**src/common/mbenc_pkg.sv**
```systemverilog
/*
 * Constants for the enumeration-text and encapsulated-command handler.
 * Assumes a byte-stream framer outside that marks frame start and end.
 */
// Summary of operation
// - Text reply echoes address, code, parameter, index, 16 text bytes, CRC.
// - One text query returns exactly one enumeration entry.
// - Unreadable parameter answers exception 02h and bumps invalid-address count.
// - Bad enumeration index answers exception 03h and bumps illegal-register count.
// - 7Dh applies the control word and runs one embedded function.
// - 7Dh reply status word is status_word_low or status_word_high, picked by control bit 3.
// - Good 7Dh reply echoes embedded code, its reply data, then CRC.
// - Failed embedded function gives flagged code, one error byte, CRC.
// - Unsupported embedded code gives illegal function and bumps its counter.
// - Supported embedded function failing returns that function's own exception.
// - 7Eh does nothing; used inside 7Dh to apply only the control word.
// - 7Dh with 7Eh replies address, 7Dh, status, 7Eh, CRC only.
package mbenc_pkg;
    localparam logic [7:0]  FC_ENUM_TEXT   = 8'h62;
    localparam logic [7:0]  FC_ENCAP       = 8'h7D;
    localparam logic [7:0]  FC_NOP         = 8'h7E;
    localparam logic [7:0]  ERR_FLAG       = 8'h80;
    localparam logic [7:0]  EXC_ILL_FUNC   = 8'h01;
    localparam logic [7:0]  EXC_ILL_ADDR   = 8'h02;
    localparam logic [7:0]  EXC_ILL_DATA   = 8'h03;
    localparam logic [15:0] REG_LOGIC_CMD  = 16'h2000;
    localparam logic [15:0] REG_STATUS_LO  = 16'h2100;
    localparam logic [15:0] REG_STATUS_HI  = 16'h2101;
    localparam int          STATUS_SEL_BIT = 3;
    localparam int          ENUM_TEXT_LEN  = 16;
    localparam int          MAX_DATA       = 250;
    localparam int          BUF_DEPTH      = 256;
    localparam logic [15:0] CRC_INIT       = 16'hFFFF;
    localparam logic [15:0] CRC_POLY       = 16'hA001;
    localparam logic [15:0] CMD_RESET      = 16'h0000;
endpackage

```
**src/common/mbenc_emb_if.sv**
```systemverilog
/*
 * Request and answer bundle between the handler and its embedded-function
 * engine. Assumes one request in flight.
 */
`timescale 1ns/1ps
`default_nettype none
interface mbenc_emb_if;
    logic       req;
    logic [7:0] func;
    logic [7:0] lenIn;
    logic [7:0] rdIdx;
    logic [7:0] rdByte;
    logic       done;
    logic       fail;
    logic [7:0] excCode;
    logic [7:0] lenOut;
    logic [7:0] outIdx;
    logic [7:0] outByte;
    modport handler (output req, func, lenIn, rdByte, outIdx,
                     input  rdIdx, done, fail, excCode, lenOut, outByte);
    modport engine  (input  req, func, lenIn, rdByte, outIdx,
                     output rdIdx, done, fail, excCode, lenOut, outByte);
endinterface
`default_nettype wire

```
**src/design/mbenc_handler.sv**
```systemverilog
/*
 * Slave handler for the 62h enumeration-text query and the 7Dh encapsulated
 * command. Assumes a byte framer delivering rxValid/rxByte with frameEnd on
 * the last byte, and a transmitter taking txByte when txValid and txReady.
 * Setting lookup answers combinationally on paramOk/indexOk/textByte.
 */
`timescale 1ns/1ps
`default_nettype none
module mbenc_handler #(
    parameter logic [7:0] SLAVE_ADDR = 8'h01,
    parameter int         DEPTH      = mbenc_pkg::BUF_DEPTH
) (
    input  wire logic        mclk,
    input  wire logic        resetn,
    input  wire logic        rxValid,
    input  wire logic [7:0]  rxByte,
    input  wire logic        frameEnd,
    output logic             txValid,
    output logic      [7:0]  txByte,
    input  wire logic        txReady,
    output logic             txLast,
    output logic      [15:0] logicCommand,
    output logic             logicCommandWr,
    input  wire logic [15:0] statusLow,
    input  wire logic [15:0] statusHigh,
    output logic      [15:0] paramNumber,
    output logic      [7:0]  enumIndex,
    output logic      [3:0]  textIdx,
    input  wire logic        paramOk,
    input  wire logic        indexOk,
    input  wire logic [7:0]  textByte,
    output logic      [15:0] cntInvalidAddr,
    output logic      [15:0] cntIllegalReg,
    output logic      [15:0] cntIllegalFunc
);
    typedef enum logic [4:0] {
        ST_RX   = 5'b00001,
        ST_CHK  = 5'b00010,
        ST_EXEC = 5'b00100,
        ST_WAIT = 5'b01000,
        ST_TX   = 5'b10000
    } mbenc_state_t;

    mbenc_state_t state;
    mbenc_state_t next_state;

    logic [7:0]  rxBuf [DEPTH];
    logic [8:0]  rxCnt;
    logic [7:0]  txIdx;
    logic [7:0]  txLen;
    logic [7:0]  txHdr [6];
    logic [1:0]  txKind;
    logic        crcHi;
    logic [15:0] rxCrc;
    logic [15:0] txCrc;
    logic        txCrcPhase;

    mbenc_emb_if emb ();

    mbenc_emb_engine u_engine (
        .mclk   (mclk),
        .resetn (resetn),
        .emb    (emb)
    );

    // Received CRC is over every byte; a good frame leaves zero residue
    mbenc_crc16 u_rx_crc (
        .mclk   (mclk),
        .resetn (resetn),
        .clear  (state == ST_TX && next_state == ST_RX),
        .byteEn (rxValid && state == ST_RX),
        .dataIn (rxByte),
        .crc    (rxCrc)
    );

    wire       txFire   = txValid && txReady;
    wire       txPayload = txFire && !txCrcPhase;
    mbenc_crc16 u_tx_crc (
        .mclk   (mclk),
        .resetn (resetn),
        .clear  (state == ST_EXEC),
        .byteEn (txPayload),
        .dataIn (txByte),
        .crc    (txCrc)
    );

    // Frame decode
    wire [7:0] fAddr    = rxBuf[0];
    wire [7:0] fCode    = rxBuf[1];
    wire       addrHit  = (fAddr == SLAVE_ADDR);
    wire       crcGood  = (rxCrc == 16'h0000);
    wire       isText   = (fCode == mbenc_pkg::FC_ENUM_TEXT) && (rxCnt == 9'd7);
    wire       isEncap  = (fCode == mbenc_pkg::FC_ENCAP) && (rxCnt >= 9'd7)
                          && (rxCnt <= 9'(7 + mbenc_pkg::MAX_DATA));
    wire       accept   = addrHit && crcGood && (isText || isEncap);
    wire [15:0] ctrlWord = {rxBuf[2], rxBuf[3]};
    wire [15:0] statSel  = ctrlWord[mbenc_pkg::STATUS_SEL_BIT] ? statusHigh : statusLow;

    localparam logic [1:0] K_TEXT  = 2'd0;
    localparam logic [1:0] K_TEXTX = 2'd1;
    localparam logic [1:0] K_ENC   = 2'd2;
    localparam logic [1:0] K_ENCX  = 2'd3;

    assign paramNumber = {rxBuf[2], rxBuf[3]};
    assign enumIndex   = rxBuf[4];

    assign emb.func   = rxBuf[4];
    assign emb.lenIn  = 8'(rxCnt - 9'd7);
    assign emb.rdByte = rxBuf[8'(emb.rdIdx + 8'd5)];
    assign emb.req    = (state == ST_EXEC) && isEncap;

    // Outgoing byte selection
    // Text bytes start after the five echoed header bytes
    wire [7:0] bodyIdx  = txIdx - 8'd5;
    assign textIdx    = bodyIdx[3:0];
    assign emb.outIdx = txIdx - 8'd5;
    always_comb begin
        if (txCrcPhase) begin
            txByte = crcHi ? txCrc[15:8] : txCrc[7:0];
        end else if (txKind == K_TEXT && !(txIdx < 8'd5)) begin
            txByte = (txIdx == 8'd4) ? txHdr[4] : textByte;
        end else if (txKind == K_ENC && !(txIdx < 8'd5)) begin
            txByte = emb.outByte;
        end else begin
            txByte = txHdr[txIdx[2:0]];
        end
    end
    assign txValid = (state == ST_TX) && (txLen != 8'd0);
    assign txLast  = txFire && txCrcPhase && crcHi;

    always_comb begin
        next_state = state;
        case (state)
            ST_RX: begin
                if (rxValid && frameEnd) begin
                    next_state = ST_CHK;
                end
            end
            ST_CHK: begin
                next_state = accept ? ST_EXEC : ST_TX;
            end
            ST_EXEC: begin
                next_state = isEncap ? ST_WAIT : ST_TX;
            end
            ST_WAIT: begin
                if (emb.done) begin
                    next_state = ST_TX;
                end
            end
            ST_TX: begin
                if (txLast || txLen == 8'd0) begin
                    next_state = ST_RX;
                end
            end
            default: begin
                next_state = ST_RX;
            end
        endcase
    end

    always_ff @(posedge mclk or negedge resetn) begin
        if (!resetn) begin
            state <= ST_RX;
        end else begin
            state <= next_state;
        end
    end

    // Receive buffer
    always_ff @(posedge mclk or negedge resetn) begin
        if (!resetn) begin
            rxCnt <= 9'd0;
            for (int i = 0; i < DEPTH; i++) begin
                rxBuf[i] <= 8'h00;
            end
        end else if (state == ST_RX && rxValid) begin
            rxBuf[rxCnt[7:0]] <= rxCnt[8] ? rxBuf[rxCnt[7:0]] : rxByte;
            rxCnt        <= (rxCnt == 9'h1FF) ? rxCnt : rxCnt + 9'd1;
        end else if (state == ST_TX && next_state == ST_RX) begin
            rxCnt <= 9'd0;
        end
    end

    // Reply framing, counters and control word
    always_ff @(posedge mclk or negedge resetn) begin
        if (!resetn) begin
            txLen          <= 8'd0;
            txKind         <= K_TEXT;
            for (int i = 0; i < 6; i++) begin
                txHdr[i] <= 8'h00;
            end
            logicCommand   <= mbenc_pkg::CMD_RESET;
            logicCommandWr <= 1'b0;
            cntInvalidAddr <= 16'h0000;
            cntIllegalReg  <= 16'h0000;
            cntIllegalFunc <= 16'h0000;
        end else begin
            logicCommandWr <= 1'b0;
            if (state == ST_CHK) begin
                txLen <= 8'd0;
            end
            if (state == ST_EXEC && isText) begin
                txHdr[0] <= SLAVE_ADDR;
                txHdr[2] <= rxBuf[2];
                txHdr[3] <= rxBuf[3];
                txHdr[4] <= rxBuf[4];
                if (!paramOk) begin
                    txKind   <= K_TEXTX;
                    txHdr[1] <= mbenc_pkg::FC_ENUM_TEXT | mbenc_pkg::ERR_FLAG;
                    txHdr[2] <= mbenc_pkg::EXC_ILL_ADDR;
                    txLen    <= 8'd3;
                    cntInvalidAddr <= cntInvalidAddr + 16'd1;
                end else if (!indexOk) begin
                    txKind   <= K_TEXTX;
                    txHdr[1] <= mbenc_pkg::FC_ENUM_TEXT | mbenc_pkg::ERR_FLAG;
                    txHdr[2] <= mbenc_pkg::EXC_ILL_DATA;
                    txLen    <= 8'd3;
                    cntIllegalReg <= cntIllegalReg + 16'd1;
                end else begin
                    txKind   <= K_TEXT;
                    txHdr[1] <= mbenc_pkg::FC_ENUM_TEXT;
                    txLen    <= 8'(5 + mbenc_pkg::ENUM_TEXT_LEN);
                end
            end
            if (state == ST_EXEC && isEncap) begin
                logicCommand   <= ctrlWord;
                logicCommandWr <= 1'b1;
                txHdr[0] <= SLAVE_ADDR;
                txHdr[1] <= mbenc_pkg::FC_ENCAP;
                txHdr[2] <= statSel[15:8];
                txHdr[3] <= statSel[7:0];
            end
            if (state == ST_WAIT && emb.done) begin
                if (emb.fail) begin
                    txKind   <= K_ENCX;
                    txHdr[4] <= emb.func | mbenc_pkg::ERR_FLAG;
                    txHdr[5] <= emb.excCode;
                    txLen    <= 8'd6;
                    if (emb.excCode == mbenc_pkg::EXC_ILL_FUNC) begin
                        cntIllegalFunc <= cntIllegalFunc + 16'd1;
                    end
                end else begin
                    txKind   <= K_ENC;
                    txHdr[4] <= emb.func;
                    txLen    <= 8'(8'd5 + emb.lenOut);
                end
            end
        end
    end

    // Transmit position
    always_ff @(posedge mclk or negedge resetn) begin
        if (!resetn) begin
            txIdx      <= 8'd0;
            txCrcPhase <= 1'b0;
            crcHi      <= 1'b0;
        end else if (state != ST_TX) begin
            txIdx      <= 8'd0;
            txCrcPhase <= 1'b0;
            crcHi      <= 1'b0;
        end else if (txFire) begin
            if (txCrcPhase) begin
                crcHi <= 1'b1;
            end else if (txIdx + 8'd1 == txLen) begin
                txCrcPhase <= 1'b1;
            end else begin
                txIdx <= txIdx + 8'd1;
            end
        end
    end
endmodule
`default_nettype wire

```
**src/design/mbenc_crc16.sv**
```systemverilog
/*
 * Byte-serial Modbus CRC-16 (reflected, polynomial A001h).
 * Assumes clear and byte strobes come from one process upstream.
 */
`timescale 1ns/1ps
`default_nettype none
module mbenc_crc16 (
    input  wire logic        mclk,
    input  wire logic        resetn,
    input  wire logic        clear,
    input  wire logic        byteEn,
    input  wire logic [7:0]  dataIn,
    output logic      [15:0] crc
);
    logic [15:0] next_crc;

    always_comb begin
        next_crc = crc ^ {8'h00, dataIn};
        for (int i = 0; i < 8; i++) begin
            next_crc = next_crc[0] ? ((next_crc >> 1) ^ mbenc_pkg::CRC_POLY) : (next_crc >> 1);
        end
    end

    always_ff @(posedge mclk or negedge resetn) begin
        if (!resetn) begin
            crc <= mbenc_pkg::CRC_INIT;
        end else if (clear) begin
            crc <= mbenc_pkg::CRC_INIT;
        end else if (byteEn) begin
            crc <= next_crc;
        end
    end
endmodule
`default_nettype wire

```
**src/design/mbenc_emb_engine.sv**
```systemverilog
/*
 * Embedded-function engine: runs the no-operation code and refuses the
 * rest as unsupported. Assumes a one-cycle req with the query data present.
 */
`timescale 1ns/1ps
`default_nettype none
module mbenc_emb_engine (
    input  wire logic   mclk,
    input  wire logic   resetn,
    mbenc_emb_if.engine emb
);
    wire isNop = (emb.func == mbenc_pkg::FC_NOP);

    assign emb.rdIdx   = 8'h00;
    assign emb.outByte = 8'h00;
    assign emb.lenOut  = 8'h00;

    always_ff @(posedge mclk or negedge resetn) begin
        if (!resetn) begin
            emb.done    <= 1'b0;
            emb.fail    <= 1'b0;
            emb.excCode <= 8'h00;
        end else begin
            emb.done    <= emb.req;
            emb.fail    <= emb.req && !isNop;
            emb.excCode <= isNop ? 8'h00 : mbenc_pkg::EXC_ILL_FUNC;
        end
    end
endmodule
`default_nettype wire

```
**config.mk**
```make
export PLATFORM = sky130hd
export DESIGN_NAME = mbenc_handler
export DESIGN_NICKNAME = d
export VERILOG_FILES = /design/src/common/mbenc_pkg.sv /design/src/common/mbenc_emb_if.sv /design/src/design/mbenc_handler.sv /design/src/design/mbenc_crc16.sv /design/src/design/mbenc_emb_engine.sv
export SDC_FILE = /design/constraint.sdc
export NUM_CORES = 2
export LEC_CHECK = 0
export BUFFER_PORTS_ARGS = -buffer_cell sky130_fd_sc_hd__buf_2
export CORE_MARGIN = 2
export CORE_UTILIZATION = 50
export CTS_CLUSTER_DIAMETER = 120
export CTS_CLUSTER_SIZE = 30
export DETAILED_ROUTE_END_ITERATION = 10
export HOLD_SLACK_MARGIN = 0.03
export PLACE_DENSITY_LB_ADDON = 0.15
export SLEW_MARGIN = 0
export SYNTH_ARGS = -nofsm -noshare
export SYNTH_HDL_FRONTEND = slang
export SYNTH_HIERARCHICAL = 1
export SYNTH_SLANG_ARGS = --single-unit
```
**constraint.sdc**
```tcl
create_clock -name mclk -period 10.3 [get_ports mclk]
set_input_delay 0.515 -clock mclk [delete_from_list [all_inputs] [get_ports mclk]]
set_output_delay 0.515 -clock mclk [all_outputs]
set_load 0.02 [all_outputs]
```
==> results.cfg <==
[final_layout]
final_net_count = 7960
largest_register_ffs = 1944
area_growth_pct = 4.05
final_area_mm2 = 0.102
top_register = rxBuf
reg.largest.list = rxBuf: 1944 flops, txHdr: 36 flops
drive_above_1_share_pct = 22.5

[detailed_routing]
first_iter_violations = 6606
viasPerCell = 6.14
finalWirelength_mm = 289
num_vias = 64800
post_drt_wl_per_cell_um = 27.4
drcViolationCount = 0
first_pass_iters = 6
antenna_left = 0

[timing]
tightestPinTransition_ns = 1.43
rsz0062_at_grt = no
tns_ns = 0
period_share_pct = 62.9
finalHoldViolations = 0
finClkSkew_ns = 0.0716
layout_min_cycle_time_ns = 6.48
relSlewSlack_pct = 2.50
clock.fmax_mhz = 154
finalSetupViolCount = 0
finalMaxSlewViolations = 0

[clock_tree]
root_buffer = clkbuf_16
postCtsResizedCells = 0
cts_sinks = 2154
cts_buffer_depth = 3
cts_made_buffers = 83
cts_tree = done
clock_latency_ns = 0.80
htreeDepth = 3
cts_setup_buffers = 0
clkTransAtPathRegs_ns = 0.13

[pwr]
pwr-share-clk_pct = 25.0
ir_worst_vdd_mv = 0.178
swShare_pct = 31.8
leakage_nw = 46.6
p_per_area_mw_per_mm2 = 165
comb_power_share_pct = 21.5
power_frac_seq_pct = 53.5
p_int_w = 0.0115
p_total_w = 0.0169
switchingPower_w = 0.00537

[placed_design]
place_area_mm2 = 0.100
dp_hpwl_mm = 187
globalplace.congestion = 0.904
port_buffers = 157

[worst_setup_path]
crit_type = register to register
critPathLaunchType = register
path_cells = buf_4 > buf_12 > mux4_2 > a22oi_1 > nor2_1 > nor4_1 > nand4_1 > o32ai_4 > buf_4 > buf_4 > o21ai_0
cp.arrival_ns = 7.04
crit_path_frequent_cell = buf_4
critical-path-slowest-cell = buf_4
cp_slowest_stage_delay_ns = 0.96
worst_setup_path_end_kind = register
critPathMaxFanout = 108
crit_required_ns = 10.87

[logic_synthesis]
yosysWarnings = 6
syn_area_mm2 = 0.0985
syn_inst = 8319
post_synth.cell_area_avg_um2 = 11.8

[die]
initial_core_util_pct = 50.4
ios = 158
dieArea_mm2 = 0.201
fp-row-count = 162
die_h_um = 448
die_x_um = 448
core_region_area_mm2 = 0.195

[run]
max_cap_violations = 1

[outcome]
status = finished with violations
violations = capacitance limit

[grt]
met1_usage_pct = 42.1
antenna_found_initial = 9
grt.total_usage_pct = 29.0
grt_use_met3_pct = 5.71
grt_max_degree = 185
grt_pass1_vias = 63600
top_usage_layer = met2
grt_pass1_wl_mm = 434
overflow = 0
met2_usage_pct = 43.1

[hold_path]
holdCritPathClass = input pin to register
## per-stage QoR
| step | hold slack [ns] | utilization, % | cells | worst slack (ns) |
|---|---|---|---|---|
| 2_1_floorplan | 0.219 | - | 8341 | 6.14 |
| 4_1_cts | 0.0616 | 52.4 | 10500 | 4.05 |
| 3_3_place_gp | 0.447 | 51.3 | 10400 | 4.15 |
| 6_report | 0.116 | 52.5 | 10500 | 3.82 |
| 3_5_place_dp | 0.450 | 51.3 | 10400 | 4.08 |
| 5_1_grt | 0.103 | 52.4 | 10500 | 3.76 |
## area by class of cell
cell class,count,area (um^2)
multi-input cells,5341,40800
fillers,17000,92900
diodes,3,7.51
repair buffers,290,2030
clock inverters,7,92.6
well taps,2624,3280
inverters,23,91.3
clock buffers,101,2190
flip-flops and latches,2154,54000
## power by group through the flow
stage                     Combinational [W]  Clock (W)  Sequential [W]
after floorplan                     0.00253          0         0.00899
after global placement              0.00360          0         0.00920
after detailed placement            0.00361          0         0.00920
after CTS                           0.00362    0.00433         0.00904
after global routing                0.00381    0.00459         0.00907
final                               0.00362    0.00423         0.00904
## worst max-delay path, delay by kind of cell (launching register included)
kind	cells	cell delay (ns)
simple gates	3	0.96
compound gates	3	1.02
flops	1	0.87
buf+inv	4	2.73
mux	1	0.42
## cell usage in the layout (no fill, tap or decap), drive strengths merged, types with 21 or more instances in the layout
cell / count
nor2: 102
and2: 28
nor2b: 21
nand4: 28
xor2: 31
a21oi: 68
mux2: 803
mux4: 487
o211ai: 21
nand2: 1700
o21ai: 1266
clkbuf: 101
xnor2: 69
inv: 23
buf: 287
a22oi: 70
nor3: 38
conb: 23
dfrtp: 2121
nor4: 27
mux2i: 151
a31oi: 21
nand3: 81
and3: 41
dfstp: 33
## metal layers
metal	vias up	share of wire [%]
met5	-	0.014
met4	6	4.8
met3	513	7.5
met2	2160	44
met1	33800	43
li1	28300	-
## worst paths after layout
kind                                  from         endpoint  slack (ns)  cells past startpoint
max                               rxCnt[1]       rxBuf[511]        3.82                     11
max reg2reg                       rxCnt[1]       rxBuf[511]        3.82                     11
min in group asynchronous           resetn         txIdx[6]        0.29                      2
min                          statusLow[10]        txHdr[26]        0.12                      5
min reg2reg                logicCommand[8]  logicCommand[8]        0.47                      2
max in group asynchronous           resetn       rxBuf[725]        7.55                      4
## what timing repair did
| action | CTS | global route |
|---|---|---|
| endpoints found under the setup margin | 0 | 0 |
| hold buffers | 3 | 0 |
| hold endpoints to repair | 105 | 0 |
Power figures use the tool's default switching activity.
